--- src/rfsb_defines.svh ---
// Purpose: constants of the front-end, time-stamp and buffer-empty pin block
// Assumes: core clock of 100 MHz
// Notes: register offsets are the byte addresses of the 8-bit register port
`ifndef RFSB_DEFINES_SVH
`define RFSB_DEFINES_SVH

`define RFSB_ADDR_W 6
`define RFSB_DATA_W 8

// register offsets
`define RFSB_TRX_CTRL_ONE_ADDR 6'h04
`define RFSB_EXT_MODE_CTRL_ONE_ADDR 6'h17

// reset values
`define RFSB_TRX_CTRL_ONE_RST 8'h22
`define RFSB_EXT_MODE_CTRL_ONE_RST 8'h00
// writable bits of the extended mode register (bit 3 reads zero)
`define RFSB_EXT_MODE_WR_MASK 8'hf7

// field positions in transceiver_control_one
`define RFSB_FRONT_END_CTRL_ENABLE_BIT 7
`define RFSB_STAMP_PIN_ENABLE_BIT 6
`define RFSB_BUFFER_EMPTY_FLAG_ENABLE_BIT 4
// field position in extended_mode_control_one
`define RFSB_RETRY_TX_STAMP_ENABLE_BIT 7

// timing
`define RFSB_CLK_PERIOD_NS 10
`define RFSB_TX_ON_DELAY_NS 6000
`define RFSB_TX_OFF_DELAY_NS 3000
`define RFSB_TX_ON_CYC ((`RFSB_TX_ON_DELAY_NS + `RFSB_CLK_PERIOD_NS - 1) / `RFSB_CLK_PERIOD_NS)
`define RFSB_TX_OFF_CYC ((`RFSB_TX_OFF_DELAY_NS + `RFSB_CLK_PERIOD_NS - 1) / `RFSB_CLK_PERIOD_NS)
`define RFSB_DLY_CNT_W 10

`endif

--- src/rfsb_pkg.sv ---
// Purpose: types of the front-end, time-stamp and buffer-empty pin block
// Assumes: nothing
// Notes: constants live in rfsb_defines.svh
package rfsb_pkg;

  typedef enum logic [1:0] {
    FE_IDLE,
    FE_WAIT_ON,
    FE_TX,
    FE_WAIT_OFF
  } rfsb_fe_state_t;

endpackage : rfsb_pkg

--- src/rfsb_fbe_if.sv ---
// Purpose: signals between the pin block and its buffer-empty tracker
// Assumes: one clock domain
// Notes: none
`timescale 1ns/1ps
interface rfsb_fbe_if #(parameter int CNT_W = 8);
  logic enable;
  logic cmd_done;
  logic sel_n;
  logic byte_read;
  logic rx_error;
  logic [CNT_W-1:0] wr_count;
  logic active;
  logic empty;

  modport core (output enable, output cmd_done, output sel_n, output byte_read, output rx_error,
                output wr_count, input active, input empty);
  modport fbe (input enable, input cmd_done, input sel_n, input byte_read, input rx_error,
               input wr_count, output active, output empty);
endinterface : rfsb_fbe_if

--- src/rfsb_fbe.sv ---
// Purpose: tracks a frame buffer read and tells when the next byte is missing
// Assumes: byte_read pulses once per payload byte taken by the host
// Notes: appended status bytes are not counted in wr_count
`timescale 1ns/1ps
module rfsb_fbe #(
  parameter int CNT_W = 8
) (
  input wire logic clk_in,
  input wire logic rst_in,
  rfsb_fbe_if.fbe fbe
);

  logic active_q;
  logic active_d;
  logic lock_q;
  logic lock_d;
  logic [CNT_W-1:0] rd_q;
  logic [CNT_W-1:0] rd_d;
  wire logic start_w;
  wire logic caught_up_w;

  initial begin
    if (CNT_W < 1) begin
      $error("rfsb_fbe: CNT_W must be at least 1");
    end
  end

  // indicator starts at the end of the read command, only while enabled
  assign start_w = fbe.enable && fbe.cmd_done && !fbe.sel_n;
  assign caught_up_w = (rd_q >= fbe.wr_count);

  always_comb begin
    active_d = active_q;
    if (fbe.sel_n) begin
      active_d = 1'b0;
    end else if (start_w) begin
      active_d = 1'b1;
    end
  end

  always_comb begin
    lock_d = lock_q;
    if (fbe.sel_n || start_w) begin
      lock_d = 1'b0;
    end else if (active_q && fbe.rx_error) begin
      lock_d = 1'b1;
    end
  end

  always_comb begin
    rd_d = rd_q;
    if (start_w) begin
      rd_d = '0;
    end else if (active_q && fbe.byte_read && !caught_up_w) begin
      rd_d = rd_q + CNT_W'(1);
    end
  end

  always_ff @(posedge clk_in or posedge rst_in) begin
    if (rst_in) begin
      active_q <= 1'b0;
      lock_q <= 1'b0;
      rd_q <= '0;
    end else begin
      active_q <= active_d;
      lock_q <= lock_d;
      rd_q <= rd_d;
    end
  end

  assign fbe.active = active_q;
  assign fbe.empty = lock_q || caught_up_w;

  AST_FBE_LOCK: assert property (@(posedge clk_in) disable iff (rst_in)
    (active_q && fbe.rx_error && !fbe.sel_n && !start_w) |=> fbe.empty)
    else $error("buffer-empty indicator did not lock after receive error");

  AST_FBE_LOCK_HOLD: assert property (@(posedge clk_in) disable iff (rst_in)
    (lock_q && !fbe.sel_n && !start_w) |=> lock_q)
    else $error("buffer-empty lock released while chip select low");

  AST_FBE_END: assert property (@(posedge clk_in) disable iff (rst_in)
    (active_q && fbe.sel_n) |=> !active_q)
    else $error("indicator still active after chip select rose");

  AST_FBE_START: assert property (@(posedge clk_in) disable iff (rst_in)
    (!active_q && fbe.cmd_done && !fbe.sel_n) |=> (active_q == $past(fbe.enable)))
    else $error("indicator start does not follow enable bit");

endmodule // rfsb_fbe

--- src/rfsb_pins.sv ---
// Purpose: front-end control pair, time-stamp pin and interrupt pin sharing
// Assumes: event inputs are one-cycle pulses synchronous to REF_CLK_IN
// Notes: pin outputs are registered and follow register writes one edge later
`timescale 1ns/1ps
`include "rfsb_defines.svh"
module rfsb_pins #(
  parameter int CNT_W = 8
) (
  input wire logic REF_CLK_IN,
  input wire logic RST_IN,
  input wire logic [`RFSB_ADDR_W-1:0] REG_ADDR_IN,
  input wire logic [`RFSB_DATA_W-1:0] REG_WDATA_IN,
  input wire logic REG_WR_IN,
  output logic [`RFSB_DATA_W-1:0] REG_RDATA_OUT,
  input wire logic TX_REQ_IN,
  input wire logic PA_OFF_IN,
  input wire logic PHR_VALID_IN,
  input wire logic TX_FRAME_START_IN,
  input wire logic FRAME_END_IN,
  input wire logic AUTO_RETRY_TRANSMIT_MODE_IN,
  input wire logic RX_START_MASK_IN,
  input wire logic ANT_SW_EN_IN,
  input wire logic ANT_SW_LEVEL_IN,
  input wire logic CORE_IRQ_IN,
  input wire logic FB_READ_CMD_DONE_IN,
  input wire logic SEL_N_IN,
  input wire logic FB_BYTE_READ_IN,
  input wire logic [CNT_W-1:0] FB_WR_COUNT_IN,
  input wire logic RX_ERROR_IN,
  output logic FRONT_END_CTRL_POS_OUT,
  output logic FRONT_END_CTRL_NEG_OUT,
  output logic TIME_STAMP_PIN_OUT,
  output logic IRQ_PIN_OUT
);

  localparam int TX_ON_CYC = `RFSB_TX_ON_CYC;
  localparam int TX_OFF_CYC = `RFSB_TX_OFF_CYC;

  initial begin
    if (CNT_W < 1 || CNT_W > 16) begin
      $error("rfsb_pins: CNT_W out of range");
    end
    if (TX_ON_CYC < 1 || TX_ON_CYC >= (1 << `RFSB_DLY_CNT_W)) begin
      $error("rfsb_pins: transmit-on delay does not fit the counter");
    end
    if (TX_OFF_CYC < 1 || TX_OFF_CYC >= (1 << `RFSB_DLY_CNT_W)) begin
      $error("rfsb_pins: transmit-off delay does not fit the counter");
    end
  end

  // registers
  logic [`RFSB_DATA_W-1:0] ctrl_one_q;
  logic [`RFSB_DATA_W-1:0] ext_mode_q;
  logic [`RFSB_DATA_W-1:0] rdata_q;
  wire logic wr_ctrl_w;
  wire logic wr_ext_w;
  wire logic [`RFSB_DATA_W-1:0] rdata_d;
  wire logic front_end_ctrl_enable;
  wire logic stamp_pin_enable;
  wire logic buffer_empty_flag_enable;
  wire logic retry_tx_stamp_enable;

  assign wr_ctrl_w = REG_WR_IN && (REG_ADDR_IN == `RFSB_TRX_CTRL_ONE_ADDR);
  assign wr_ext_w = REG_WR_IN && (REG_ADDR_IN == `RFSB_EXT_MODE_CTRL_ONE_ADDR);
  assign rdata_d = (REG_ADDR_IN == `RFSB_TRX_CTRL_ONE_ADDR) ? ctrl_one_q :
                   (REG_ADDR_IN == `RFSB_EXT_MODE_CTRL_ONE_ADDR) ? ext_mode_q : 8'h00;

  assign front_end_ctrl_enable = ctrl_one_q[`RFSB_FRONT_END_CTRL_ENABLE_BIT];
  assign stamp_pin_enable = ctrl_one_q[`RFSB_STAMP_PIN_ENABLE_BIT];
  assign buffer_empty_flag_enable = ctrl_one_q[`RFSB_BUFFER_EMPTY_FLAG_ENABLE_BIT];
  assign retry_tx_stamp_enable = ext_mode_q[`RFSB_RETRY_TX_STAMP_ENABLE_BIT];

  always_ff @(posedge REF_CLK_IN or posedge RST_IN) begin
    if (RST_IN) begin
      ctrl_one_q <= `RFSB_TRX_CTRL_ONE_RST;
      ext_mode_q <= `RFSB_EXT_MODE_CTRL_ONE_RST;
      rdata_q <= 8'h00;
    end else begin
      if (wr_ctrl_w) begin
        ctrl_one_q <= REG_WDATA_IN;
      end
      if (wr_ext_w) begin
        ext_mode_q <= REG_WDATA_IN & `RFSB_EXT_MODE_WR_MASK;
      end
      rdata_q <= rdata_d;
    end
  end

  assign REG_RDATA_OUT = rdata_q;

  // transmit indication sequencer
  rfsb_pkg::rfsb_fe_state_t fe_st_q;
  rfsb_pkg::rfsb_fe_state_t fe_st_d;
  logic [`RFSB_DLY_CNT_W-1:0] dly_q;
  logic [`RFSB_DLY_CNT_W-1:0] dly_d;
  logic tx_ind_q;
  wire logic tx_ind_d;

  always_comb begin
    fe_st_d = fe_st_q;
    dly_d = dly_q;
    unique case (fe_st_q)
      rfsb_pkg::FE_IDLE: begin
        if (TX_REQ_IN) begin
          fe_st_d = rfsb_pkg::FE_WAIT_ON;
          dly_d = `RFSB_DLY_CNT_W'(TX_ON_CYC - 1);
        end
      end
      rfsb_pkg::FE_WAIT_ON: begin
        if (dly_q == '0) begin
          fe_st_d = rfsb_pkg::FE_TX;
        end else begin
          dly_d = dly_q - `RFSB_DLY_CNT_W'(1);
        end
      end
      rfsb_pkg::FE_TX: begin
        if (PA_OFF_IN) begin
          fe_st_d = rfsb_pkg::FE_WAIT_OFF;
          dly_d = `RFSB_DLY_CNT_W'(TX_OFF_CYC - 1);
        end
      end
      rfsb_pkg::FE_WAIT_OFF: begin
        if (dly_q == '0) begin
          fe_st_d = rfsb_pkg::FE_IDLE;
        end else begin
          dly_d = dly_q - `RFSB_DLY_CNT_W'(1);
        end
      end
    endcase
  end

  assign tx_ind_d = (fe_st_d == rfsb_pkg::FE_TX) || (fe_st_d == rfsb_pkg::FE_WAIT_OFF);

  always_ff @(posedge REF_CLK_IN or posedge RST_IN) begin
    if (RST_IN) begin
      fe_st_q <= rfsb_pkg::FE_IDLE;
      dly_q <= '0;
      tx_ind_q <= 1'b0;
    end else begin
      fe_st_q <= fe_st_d;
      dly_q <= dly_d;
      tx_ind_q <= tx_ind_d;
    end
  end

  // front-end pair, registered from current enable (one-edge latency)
  wire logic fe_pos_d;
  wire logic fe_neg_d;
  logic fe_pos_q;
  logic fe_neg_q;

  assign fe_pos_d = front_end_ctrl_enable && tx_ind_q;
  assign fe_neg_d = front_end_ctrl_enable && !tx_ind_q;

  // time stamp flag
  wire logic stamp_en_w;
  wire logic stamp_set_w;
  logic stamp_q;
  logic stamp_pin_q;
  wire logic stamp_pin_d;

  assign stamp_en_w = stamp_pin_enable || !RX_START_MASK_IN;
  // receive stamping in every mode, transmit stamping only in retry mode
  assign stamp_set_w = stamp_en_w && (PHR_VALID_IN ||
    (TX_FRAME_START_IN && AUTO_RETRY_TRANSMIT_MODE_IN && retry_tx_stamp_enable));
  // antenna switch level overrides, otherwise ground when stamping is off
  assign stamp_pin_d = ANT_SW_EN_IN ? ANT_SW_LEVEL_IN : (stamp_en_w && stamp_q);

  always_ff @(posedge REF_CLK_IN or posedge RST_IN) begin
    if (RST_IN) begin
      stamp_q <= 1'b0;
    end else if (stamp_set_w) begin
      stamp_q <= 1'b1;
    end else if (FRAME_END_IN) begin
      stamp_q <= 1'b0;
    end
  end

  // buffer-empty tracker
  rfsb_fbe_if #(.CNT_W(CNT_W)) fbe_bus ();
  logic irq_pin_q;
  wire logic irq_pin_d;

  assign fbe_bus.enable = buffer_empty_flag_enable;
  assign fbe_bus.cmd_done = FB_READ_CMD_DONE_IN;
  assign fbe_bus.sel_n = SEL_N_IN;
  assign fbe_bus.byte_read = FB_BYTE_READ_IN;
  assign fbe_bus.rx_error = RX_ERROR_IN;
  assign fbe_bus.wr_count = FB_WR_COUNT_IN;

  rfsb_fbe #(.CNT_W(CNT_W)) u_fbe (
    .clk_in(REF_CLK_IN),
    .rst_in(RST_IN),
    .fbe(fbe_bus)
  );

  assign irq_pin_d = fbe_bus.active ? fbe_bus.empty : CORE_IRQ_IN;

  always_ff @(posedge REF_CLK_IN or posedge RST_IN) begin
    if (RST_IN) begin
      fe_pos_q <= 1'b0;
      fe_neg_q <= 1'b0;
      stamp_pin_q <= 1'b0;
      irq_pin_q <= 1'b0;
    end else begin
      fe_pos_q <= fe_pos_d;
      fe_neg_q <= fe_neg_d;
      stamp_pin_q <= stamp_pin_d;
      irq_pin_q <= irq_pin_d;
    end
  end

  assign FRONT_END_CTRL_POS_OUT = fe_pos_q;
  assign FRONT_END_CTRL_NEG_OUT = fe_neg_q;
  assign TIME_STAMP_PIN_OUT = stamp_pin_q;
  assign IRQ_PIN_OUT = irq_pin_q;

  // checks
  AST_FE_OFF: assert property (@(posedge REF_CLK_IN) disable iff (RST_IN)
    !front_end_ctrl_enable |=> (!FRONT_END_CTRL_POS_OUT && !FRONT_END_CTRL_NEG_OUT))
    else $error("front-end outputs not low while disabled");

  AST_FE_PAIR: assert property (@(posedge REF_CLK_IN) disable iff (RST_IN)
    front_end_ctrl_enable |=> (FRONT_END_CTRL_POS_OUT == $past(tx_ind_q)) &&
      (FRONT_END_CTRL_NEG_OUT != FRONT_END_CTRL_POS_OUT))
    else $error("front-end pair does not follow transmit indication");

  AST_TX_ON_LOAD: assert property (@(posedge REF_CLK_IN) disable iff (RST_IN)
    (fe_st_q == rfsb_pkg::FE_IDLE && TX_REQ_IN) |=>
      (fe_st_q == rfsb_pkg::FE_WAIT_ON && dly_q == `RFSB_DLY_CNT_W'(TX_ON_CYC - 1) && !tx_ind_q))
    else $error("transmit-on delay not started correctly");

  AST_TX_ON_END: assert property (@(posedge REF_CLK_IN) disable iff (RST_IN)
    (fe_st_q == rfsb_pkg::FE_WAIT_ON && dly_q == '0) |=> tx_ind_q ##1 tx_ind_q)
    else $error("transmit indication not raised at end of delay");

  AST_TX_OFF: assert property (@(posedge REF_CLK_IN) disable iff (RST_IN)
    (fe_st_q == rfsb_pkg::FE_TX && PA_OFF_IN) |=>
      (tx_ind_q && dly_q == `RFSB_DLY_CNT_W'(TX_OFF_CYC - 1)))
    else $error("transmit-off delay not started correctly");

  AST_STAMP_SET: assert property (@(posedge REF_CLK_IN) disable iff (RST_IN)
    (stamp_en_w && PHR_VALID_IN) |=> stamp_q ##1 (TIME_STAMP_PIN_OUT || $past(ANT_SW_EN_IN) || !$past(stamp_en_w)))
    else $error("time stamp not raised on header reception");

  AST_STAMP_HOLD: assert property (@(posedge REF_CLK_IN) disable iff (RST_IN)
    (stamp_q && !FRAME_END_IN) |=> stamp_q)
    else $error("time stamp dropped before frame end");

  AST_STAMP_TX_MODE: assert property (@(posedge REF_CLK_IN) disable iff (RST_IN)
    (!stamp_q && TX_FRAME_START_IN && !AUTO_RETRY_TRANSMIT_MODE_IN && !PHR_VALID_IN) |=> !stamp_q)
    else $error("transmit stamp outside retry mode");

  AST_STAMP_RETRY: assert property (@(posedge REF_CLK_IN) disable iff (RST_IN)
    (TX_FRAME_START_IN && AUTO_RETRY_TRANSMIT_MODE_IN && retry_tx_stamp_enable && stamp_en_w) |=> stamp_q)
    else $error("retry-mode transmission not stamped");

  AST_STAMP_GND: assert property (@(posedge REF_CLK_IN) disable iff (RST_IN)
    (!ANT_SW_EN_IN && !stamp_pin_enable && RX_START_MASK_IN) |=> !TIME_STAMP_PIN_OUT)
    else $error("unused time-stamp pin not grounded");

  AST_IRQ_EMPTY: assert property (@(posedge REF_CLK_IN) disable iff (RST_IN)
    (fbe_bus.active && fbe_bus.empty) |=> IRQ_PIN_OUT)
    else $error("interrupt pin low while buffer empty");

  AST_IRQ_PASS: assert property (@(posedge REF_CLK_IN) disable iff (RST_IN)
    !fbe_bus.active |=> (IRQ_PIN_OUT == $past(CORE_IRQ_IN)))
    else $error("interrupt pin not showing interrupts outside buffer read");

  AST_TX_OFF_END: assert property (@(posedge REF_CLK_IN) disable iff (RST_IN)
    (fe_st_q == rfsb_pkg::FE_WAIT_OFF && dly_q == '0) |=> (!tx_ind_q && fe_st_q == rfsb_pkg::FE_IDLE))
    else $error("transmit indication not dropped at end of off delay");

  AST_STAMP_SET_WINS: assert property (@(posedge REF_CLK_IN) disable iff (RST_IN)
    stamp_set_w |=> stamp_q)
    else $error("time stamp not set on a qualified event");

  AST_STAMP_CLEAR: assert property (@(posedge REF_CLK_IN) disable iff (RST_IN)
    (stamp_q && FRAME_END_IN && !stamp_set_w) |=> !stamp_q)
    else $error("time stamp not cleared at frame end");

  AST_FE_ENABLE_LAG: assert property (@(posedge REF_CLK_IN) disable iff (RST_IN)
    $rose(front_end_ctrl_enable) |=> (FRONT_END_CTRL_POS_OUT || FRONT_END_CTRL_NEG_OUT))
    else $error("front-end pair did not follow enable write in time");

endmodule // rfsb_pins

--- config.mk ---
export PLATFORM = sky130hd
export DESIGN_NAME = rfsb_pins
export DESIGN_NICKNAME = d
export VERILOG_FILES = /design/src/rfsb_pkg.sv /design/src/rfsb_fbe_if.sv /design/src/rfsb_fbe.sv /design/src/rfsb_pins.sv
export VERILOG_INCLUDE_DIRS = /design/src
export SDC_FILE = /design/constraint.sdc
export NUM_CORES = 1
export LEC_CHECK = 0
export ABC_AREA = 1
export BUFFER_PORTS_ARGS = -buffer_cell sky130_fd_sc_hd__buf_2
export CAP_MARGIN = 20
export CORE_ASPECT_RATIO = 2
export CORE_UTILIZATION = 25
export DETAILED_ROUTE_END_ITERATION = 12
export GPL_ROUTABILITY_DRIVEN = 0
export SLEW_MARGIN = 5
export SYNTH_ARGS = -nofsm -noshare
export SYNTH_HDL_FRONTEND = slang
export SYNTH_SLANG_ARGS = --single-unit
--- constraint.sdc ---
create_clock -name REF_CLK_IN -period 2.6 [get_ports REF_CLK_IN]
set_clock_uncertainty 0.15 [all_clocks]
set_input_delay 0.39 -clock REF_CLK_IN [delete_from_list [all_inputs] [get_ports REF_CLK_IN]]
set_output_delay 0.39 -clock REF_CLK_IN [all_outputs]
set_load 0.05 [all_outputs]
==> metrics.md, run 1 <==
| Metric | Value |
|---|---|
| Pwr per Cell Area | `721.0 mW/mm²` |
| Final ANT Viol Nets | `0` |
| Post-Synth Simple-Gate Area | `28.68%` |
| Post-DR wirelength/cell | `about 12 µm` |
| Vias in the first global route | `2408` |
| Total track usage | `12.25%` |
| Ys async rst share | `100.0%` |
| Global routing usage on met2 | `24.68%` |
| M1 GR Usage | `12.11%` |
| Hold Buf Count CTS | `0` |
| Final Cycle Share | `78.24%` |
| Tmin final | `roughly 2.0 ns` |
| FMAX | `between 0.4 and 0.5 GHz` |
| Crit path max fanout | `11` |
| Seq/Total Area, Yosys | `46.75%` |
| Antenna cells | `0` |
| Routed wire length | `between 6000 and 7000 µm` |
| Status | `complete, no violations` |
| Die ar. | `around 0.011 mm²` |
| CP required | `2.63 ns` |
| CTS tree | `yes` |
| H-Tree Depth | `2` |
| Critical path arrival | `slightly above 2 ns` |
| Synth Net Count | `395` |
| Largest family of logic cells by synthesized area | `simple AND/OR/NAND/NOR gates` |
| Leak | `1.813 nW` |
| Core area | `approximately 0.011 mm²` |
| Die height | `149.9 µm` |
| Setup CP Type | `register to register` |
| Top cell type's share of synthesized area | `44.83%` |
| Final hold viol count | `0` |
| Root Buffer | `clkbuf_16` |
| Pins Over Slew Limit | `0` |
| CP Capture Type | `register` |
| Post-synth top area cell | `dfrtp_1` |
| Setup crit start kind | `register` |
| Starting Density | `25.94%` |
| Mapped Cells | `346` |
| I/O Buffers | `50` |
| CTS Buffer Depth | `2` |
| Post-CTS setup buffers | `0` |
| Layout cells sized above 1 | `20.35%` |
| Setup violations, final | `0` |
| Mapped cell area | `0.002735 mm²` |
| Cell Rows | `53` |
| Worst ir drop on vdd | `347.9 µV` |
| Die width | `75.96 µm` |
| Synth Area in Adders | `4.575%` |
| Mux share of post-synthesis cell area | `0.3660%` |
| Post_cts resized | `0` |
| Synth Register Bits | `51` |
| Max_cap viols | `0` |
| GRT met3 Usage | `under 10%` |
| Vias/cell | `4.322` |
| Max-slew headroom | `56.76%` |
| Ys Warns | `0` |
| First-pass GRT wire length | `11000 µm` |
| Initial antenna violation count | `0` |
| RSZ-0062 raised after global routing | `no` |
| DRT Pass-1 Iters | `5` |
| Via count | `2334` |
| DP HPWL | `approximately 5000 µm` |
| Post-Synth XOR/XNOR Area | `between 1 and 1.5%` |
| Synth area leaders | `dfrtp_1 (45%), nand2_1 (14%), inv_1 (7.4%), ha_1 (4.6%), nand3_1 (4.6%)` |
| Syn Area/Cell | `7.905 µm²` |
| Synth cell types | `33` |
| Number of synthesized flops with an enable pin | `0` |
| Compound-Gate Fraction of Synth Area | `a little under a tenth` |
| Drt initial violations | `between 100 and 150` |
| Worst-Margin Slew | `0.6486 ns` |
| Setup_tns | `0 ns` |
| Most Used Layer, Global Route | `met2` |
| Cts bufs inserted | `5` |
| Worst R2R Path Depth | `9` |
| Synth Flop Type | `dfrtp_1` |
| Remaining DRCs | `0` |
| Hold Path Class | `primary input to async pin` |
| Pin count of the biggest net entering global routing | `between 50 and 60` |
| Power, Total | `approximately 2.4 mW` |
| Grt total ovfl | `0` |
| CTS clk-pin slew, worst paths | `0.07 ns` |
| I/O pins | `51` |
| Layout Nets | `451` |
| Area grow syn2layout | `20.13%` |
| CTS sink cnt | `51` |
| Clock latency on the worst-skew pair | `0.29 ns` |
## metal layers
metal  up-vias  wire (µm)
li1       1199          -
met1      1080       2352
met2        48       3641
met3         7        180
met4         0        119
met5         -          0
## metrics by stage
stage | setup WS, ns | area (µm²) | utilization [%] | hold slack, ns | cells
3_3_place_gp | 0.5768 | 3144 | 29.82 | 0.2815 | 532
2_1_floorplan | 0.8338 | 2735 | - | 0.2514 | 346
5_1_grt | 0.3840 | 3286 | 31.16 | 0.1549 | 540
3_5_place_dp | 0.5254 | 3144 | 29.82 | 0.2805 | 532
4_1_cts | 0.5589 | 3286 | 31.16 | 0.1396 | 540
6_report | 0.5656 | 3286 | 31.16 | 0.1006 | 540
## path summary, 6_finish.rpt
| check | slack (ns) | end | start |
|---|---|---|---|
| max | 0.57 | dly_q[6]$_DFFE_PP0P_ | dly_q[0]$_DFFE_PP0P_ |
| min | 0.10 | FRONT_END_CTRL_POS_OUT$_DFF_PP0_ | RST_IN |
| max reg2reg | 0.57 | dly_q[6]$_DFFE_PP0P_ | dly_q[0]$_DFFE_PP0P_ |
| min reg2reg | 0.28 | FRONT_END_CTRL_NEG_OUT$_DFF_PP0_ | tx_ind_q$_DFF_PP0_ |
| max in group asynchronous | 1.74 | IRQ_PIN_OUT$_DFF_PP0_ | RST_IN |
| min in group REF_CLK_IN | 0.14 | stamp_q$_DFFE_PP0P_ | FRAME_END_IN |
## critical path: stages, from the launching register on
cell and delay, ns:
dfrtp_1 0.36, inv_1 0.13, ha_1 0.25, nand2_1 0.12, nor2_1 0.14, nand4_1 0.22, nand2_2 0.27, inv_1 0.13
nand2_1 0.09, nand2_1 0.05
## synth_stat cells (2+ instances only)
| cell | instances |
|---|---|
| ha_1 | 10 |
| xor2_1 | 4 |
| nand4_1 | 2 |
| o22ai_1 | 2 |
| nor3_1 | 3 |
| nand3_1 | 25 |
| nor2_1 | 27 |
| dfrtp_1 | 49 |
| o21ai_2 | 7 |
| dfstp_2 | 2 |
| nor3b_1 | 2 |
| buf_6 | 2 |
| nand2_2 | 3 |
| o21ai_0 | 21 |
| inv_1 | 54 |
| nand2_1 | 104 |
| a21oi_1 | 11 |
| or2_2 | 3 |
## cells in the final DEF (no fill, tap or decap), types with 3 or more instances in the layout
master     synthesis  final
ha_1              10     10
dfrtp_1           49     49
buf_2              1     50
nor2_1            27     27
a21oi_1           11     11
buf_4              1      3
nand3_1           25     25
o21ai_2            7      7
clkbuf_16          0      5
o21ai_0           21     21
nand2_1          104    104
nor3_1             3      3
xor2_1             4      4
inv_1             54     53
or2_2              3      3
nand2_2            3      3
## layout make-up
type / count / area [µm²]
Fill cell: 1103 / 7258
Sequential cell: 51 / 1279
Multi-Input combinational cell: 236 / 1215
Timing Repair Buffer: 53 / 272.8
Inverter: 55 / 206.4
Tap cell: 137 / 171.4
Clock buffer: 6 / 128.9
Clock inverter: 2 / 12.51
## flip-flops by register name, summed over array words and instances (netlist names)
register,count
FRONT_END_CTRL_NEG_OUT,1
FRONT_END_CTRL_POS_OUT,1
IRQ_PIN_OUT,1
REG_RDATA_OUT,8
TIME_STAMP_PIN_OUT,1
ctrl_one_q,8
dly_q,10
ext_mode_q,7
fe_st_q,2
stamp_q,1
tx_ind_q,1
u_fbe.fbe.active,1
u_fbe.lock_q,1
u_fbe.rd_q,8
## cells by family (layout without fill, tap and decap cells)
logic type,after synthesis,after routing
simple gates,176,176
buf+inv,59,116
flops,51,51
compound gates,45,45
fa+ha+maj,10,10
xor+xnor,4,4
mux,1,1
## power by group
| group | switching, mW | internal (mW) | total [mW] |
|---|---|---|---|
| Sequential | 0.128 | 0.947 | 1.08 |
| Combinational | 0.407 | 0.251 | 0.658 |
| Clock | 0.280 | 0.355 | 0.636 |
| Total | 0.816 | 1.55 | 2.37 |
Note: power is estimated with default switching activity, not from simulation.
==> inputs of run 2 (changes only) <==
==> constraint.sdc (replaced) <==
create_clock -name REF_CLK_IN -period 2 [get_ports REF_CLK_IN]
set_clock_uncertainty 0.15 [all_clocks]
set_input_delay 0.3 -clock REF_CLK_IN [delete_from_list [all_inputs] [get_ports REF_CLK_IN]]
set_output_delay 0.3 -clock REF_CLK_IN [all_outputs]
set_load 0.05 [all_outputs]
==> metrics.md, run 2 (synthesis gave the netlist of run 1 again) <==
| Metric | Value |
|---|---|
| Status | `complete, no violations (unchanged)` |
| FMAX | `0.5478 GHz (was 0.4916 GHz)` |
| Fill cells | `1086 (was 1103)` |
| Antenna cells | `0 (unchanged)` |
| Global routing usage on met2 | `24.91% (was 24.68%)` |
| Core area | `0.01054 mm² (unchanged)` |
| M1 GR Usage | `11.23% (was 12.11%)` |
| Final ANT Viol Nets | `0 (unchanged)` |
| Setup slack after layout | `0.1746 ns (was 0.5656 ns)` |
| RSZ-0062 raised after global routing | `no (unchanged)` |
| Post-CTS setup buffers | `0 (unchanged)` |
| Max-slew headroom | `72.60% (was 56.76%)` |
| Worst-Margin Slew | `0.4104 ns (was 0.6486 ns)` |
| Vias in the first global route | `2459 (was 2408)` |
| Layout Nets | `463 (was 451)` |
| CP Capture Type | `register (unchanged)` |
| Post-DR wirelength/cell | `11.83 µm (was 11.66 µm)` |
| GRT met3 Usage | `2.134% (was 2.073%)` |
| Drt initial violations | `112 (was 114)` |
| Most frequent CP cell | `nand2_1 (unchanged)` |
| H-Tree Depth | `2 (unchanged)` |
| CTS Buffer Depth | `2 (unchanged)` |
| Layout cells sized above 1 | `22.89% (was 20.35%)` |
| Crit path max fanout | `7 (was 11)` |
| FF+latch area | `0.001279 mm² (unchanged)` |
| Cts bufs inserted | `5 (unchanged)` |
| CP peak stage delay | `0.40 ns (was 0.36 ns)` |
| Routed wire length | `6530 µm (was 6294 µm)` |
| Starting Density | `25.94% (unchanged)` |
| Final Cycle Share | `91.27% (was 78.24%)` |
| Most frequent cells in the layout | `nand2_1 (103), inv_1 (53), buf_2 (50) (was nand2_1 (104), inv_1 (53), buf_2 (50))` |
| Pin count of the biggest net entering global routing | `35 (was 52)` |
| CTS clk-pin slew, worst paths | `0.07 ns (about the same)` |
| Setup violations, final | `0 (unchanged)` |
| Worst ir drop on vdd | `412.4 µV (was 347.9 µV)` |
| Hold Path Class | `primary input to register (was primary input to async pin)` |
| Die height | `149.9 µm (unchanged)` |
| Setup Slack @ Placement | `0.09963 ns (was 0.5254 ns)` |
| Most Used Layer, Global Route | `met2 (unchanged)` |
| Setup crit start kind | `register (unchanged)` |
| Die width | `75.96 µm (unchanged)` |
| Clock latency on the worst-skew pair | `0.29 ns (about the same)` |
| Placed Area | `0.003239 mm² (was 0.003144 mm²)` |
| Pins Over Slew Limit | `0 (unchanged)` |
| I/O pins | `51 (unchanged)` |
| Grt total ovfl | `0 (unchanged)` |
| I/O Buffers | `50 (unchanged)` |
| Tmin final | `1.825 ns (was 2.034 ns)` |
| DRT Pass-1 Iters | `6 (was 5)` |
| CTS sink cnt | `51 (unchanged)` |
| CP required | `2.06 ns (was 2.63 ns)` |
| Post-route cell area | `0.003413 mm² (was 0.003286 mm²)` |
| Cell Rows | `53 (unchanged)` |
| Max FFs per register | `10 (unchanged)` |
| Max_cap viols | `0 (unchanged)` |
| Area grow syn2layout | `24.79% (was 20.13%)` |
| Slowest cell on the critical path | `dfrtp_1 (unchanged)` |
| Multi-input logic area | `0.001222 mm² (was 0.001215 mm²)` |
| Setup CP Type | `register to register (unchanged)` |
| Setup_tns | `0 ns (unchanged)` |
| First-pass GRT wire length | `11070 µm (was 11000 µm)` |
| Most common cell after layout, fill and taps aside | `nand2_1 (unchanged)` |
| Total track usage | `12.36% (was 12.25%)` |
| Pwr per Cell Area | `940.8 mW/mm² (was 721.0 mW/mm²)` |
| Remaining DRCs | `0 (unchanged)` |
| Die ar. | `0.01139 mm² (unchanged)` |
| Top reg by flops | `dly_q (unchanged)` |
| Final hold viol count | `0 (unchanged)` |
| Critical path arrival | `1.88 ns (was 2.07 ns)` |
| Crit path cell chain | `inv_1 -> ha_1 -> nand2_1 -> nor2_1 -> nand4_1 -> nand2_2 -> buf_4 -> nand2_1 -> o21ai_0 (was inv_1 -> ha_1 -> nand2_1 -> nor2_1 -> nand4_1 -> nand2_2 -> inv_1 -> nand2_1 -> nand2_1)` |
| Leak | `1.889 nW (was 1.813 nW)` |
| CTS tree | `yes (unchanged)` |
| Via count | `2445 (was 2334)` |
| Root Buffer | `clkbuf_16 (unchanged)` |
| DP HPWL | `5138 µm (was 4965 µm)` |
| Vias/cell | `4.429 (was 4.322)` |
| Initial antenna violation count | `0 (unchanged)` |
[run 2: changes by cell type in the layout (fill, tap and decap cells not counted)]
cell and delta:
clkbuf_8 +2, nand3_2 +1, dlygate4sd3_1 +1, nand2_1 -1
buf_12 +1, buf_4 +10, clkinv_2 -1, nand3_1 -1
nand2_2 +1, clkinvlp_4 -1
[run 2: what timing repair did]
item,4_1_cts,5_1_grt
hold buffers,1,0
endpoints found under the hold margin,17,0
endpoints found under the setup margin,0,8
resized for setup,0,2
[run 2: path summary, 6_finish.rpt]
check	start	end	slack, ns	depth (start not counted)
worst min register to register	tx_ind_q$_DFF_PP0_	FRONT_END_CTRL_NEG_OUT$_DFF_PP0_	0.28	1
worst min-delay path	FRAME_END_IN	stamp_q$_DFFE_PP0P_	0.05	2
worst max-delay path	dly_q[1]$_DFFE_PP0P_	dly_q[2]$_DFFE_PP0P_	0.17	9
min in group asynchronous	RST_IN	fe_st_q[1]$_DFF_PP0_	0.39	3
max in group asynchronous	RST_IN	ctrl_one_q[5]$_DFFE_PP1P_	0.72	4
worst max register to register	dly_q[1]$_DFFE_PP0P_	dly_q[2]$_DFFE_PP0P_	0.17	9
[run 2: per-layer routing]
layer,share of wire [%],up-vias
li1,-,1221
met1,36,1125
met2,56,80
met3,4.1,19
met4,4.3,0
met5,0,-
[run 2: cell type report]
class	instances	share of cell area, %
clock buffers	8	4.582
well taps	137	5.022
flip-flops and latches	51	37.46
multi-input cells	236	35.81
inverters	55	6.048
repair buffers	65	11.07
[run 2: report_power, final]
| part | leakage, nW | switching, mW | internal (mW) | total, mW |
|---|---|---|---|---|
| Clock | 0.0772 | 0.360 | 0.533 | 0.893 |
| Combinational | 1.15 | 0.560 | 0.369 | 0.930 |
| Sequential | 0.661 | 0.157 | 1.23 | 1.39 |
[run 2: metrics by stage]
stage | total power [mW] | hold slack [ns] | util [%] | cells
2_1_floorplan | 2.039 | 0.2131 | - | 346
3_3_place_gp | 2.303 | 0.1723 | 30.72 | 543
3_5_place_dp | 2.335 | 0.1729 | 30.72 | 543
4_1_cts | 3.239 | 0.05334 | 32.30 | 552
5_1_grt | 3.460 | 0.06934 | 32.37 | 552
6_report | 3.211 | 0.05186 | 32.37 | 552
[run 2: critical path: cells and delay by family (launching register included)]
| family | cells | cell delay [ns] |
|---|---|---|
| AO/OA/AOI/OAI | 1 | 0.07 |
| adder cells (fa/ha/maj) | 1 | 0.22 |
| buffers and inverters | 2 | 0.22 |
| flip-flops | 1 | 0.40 |
| AND/OR/NAND/NOR | 5 | 0.66 |
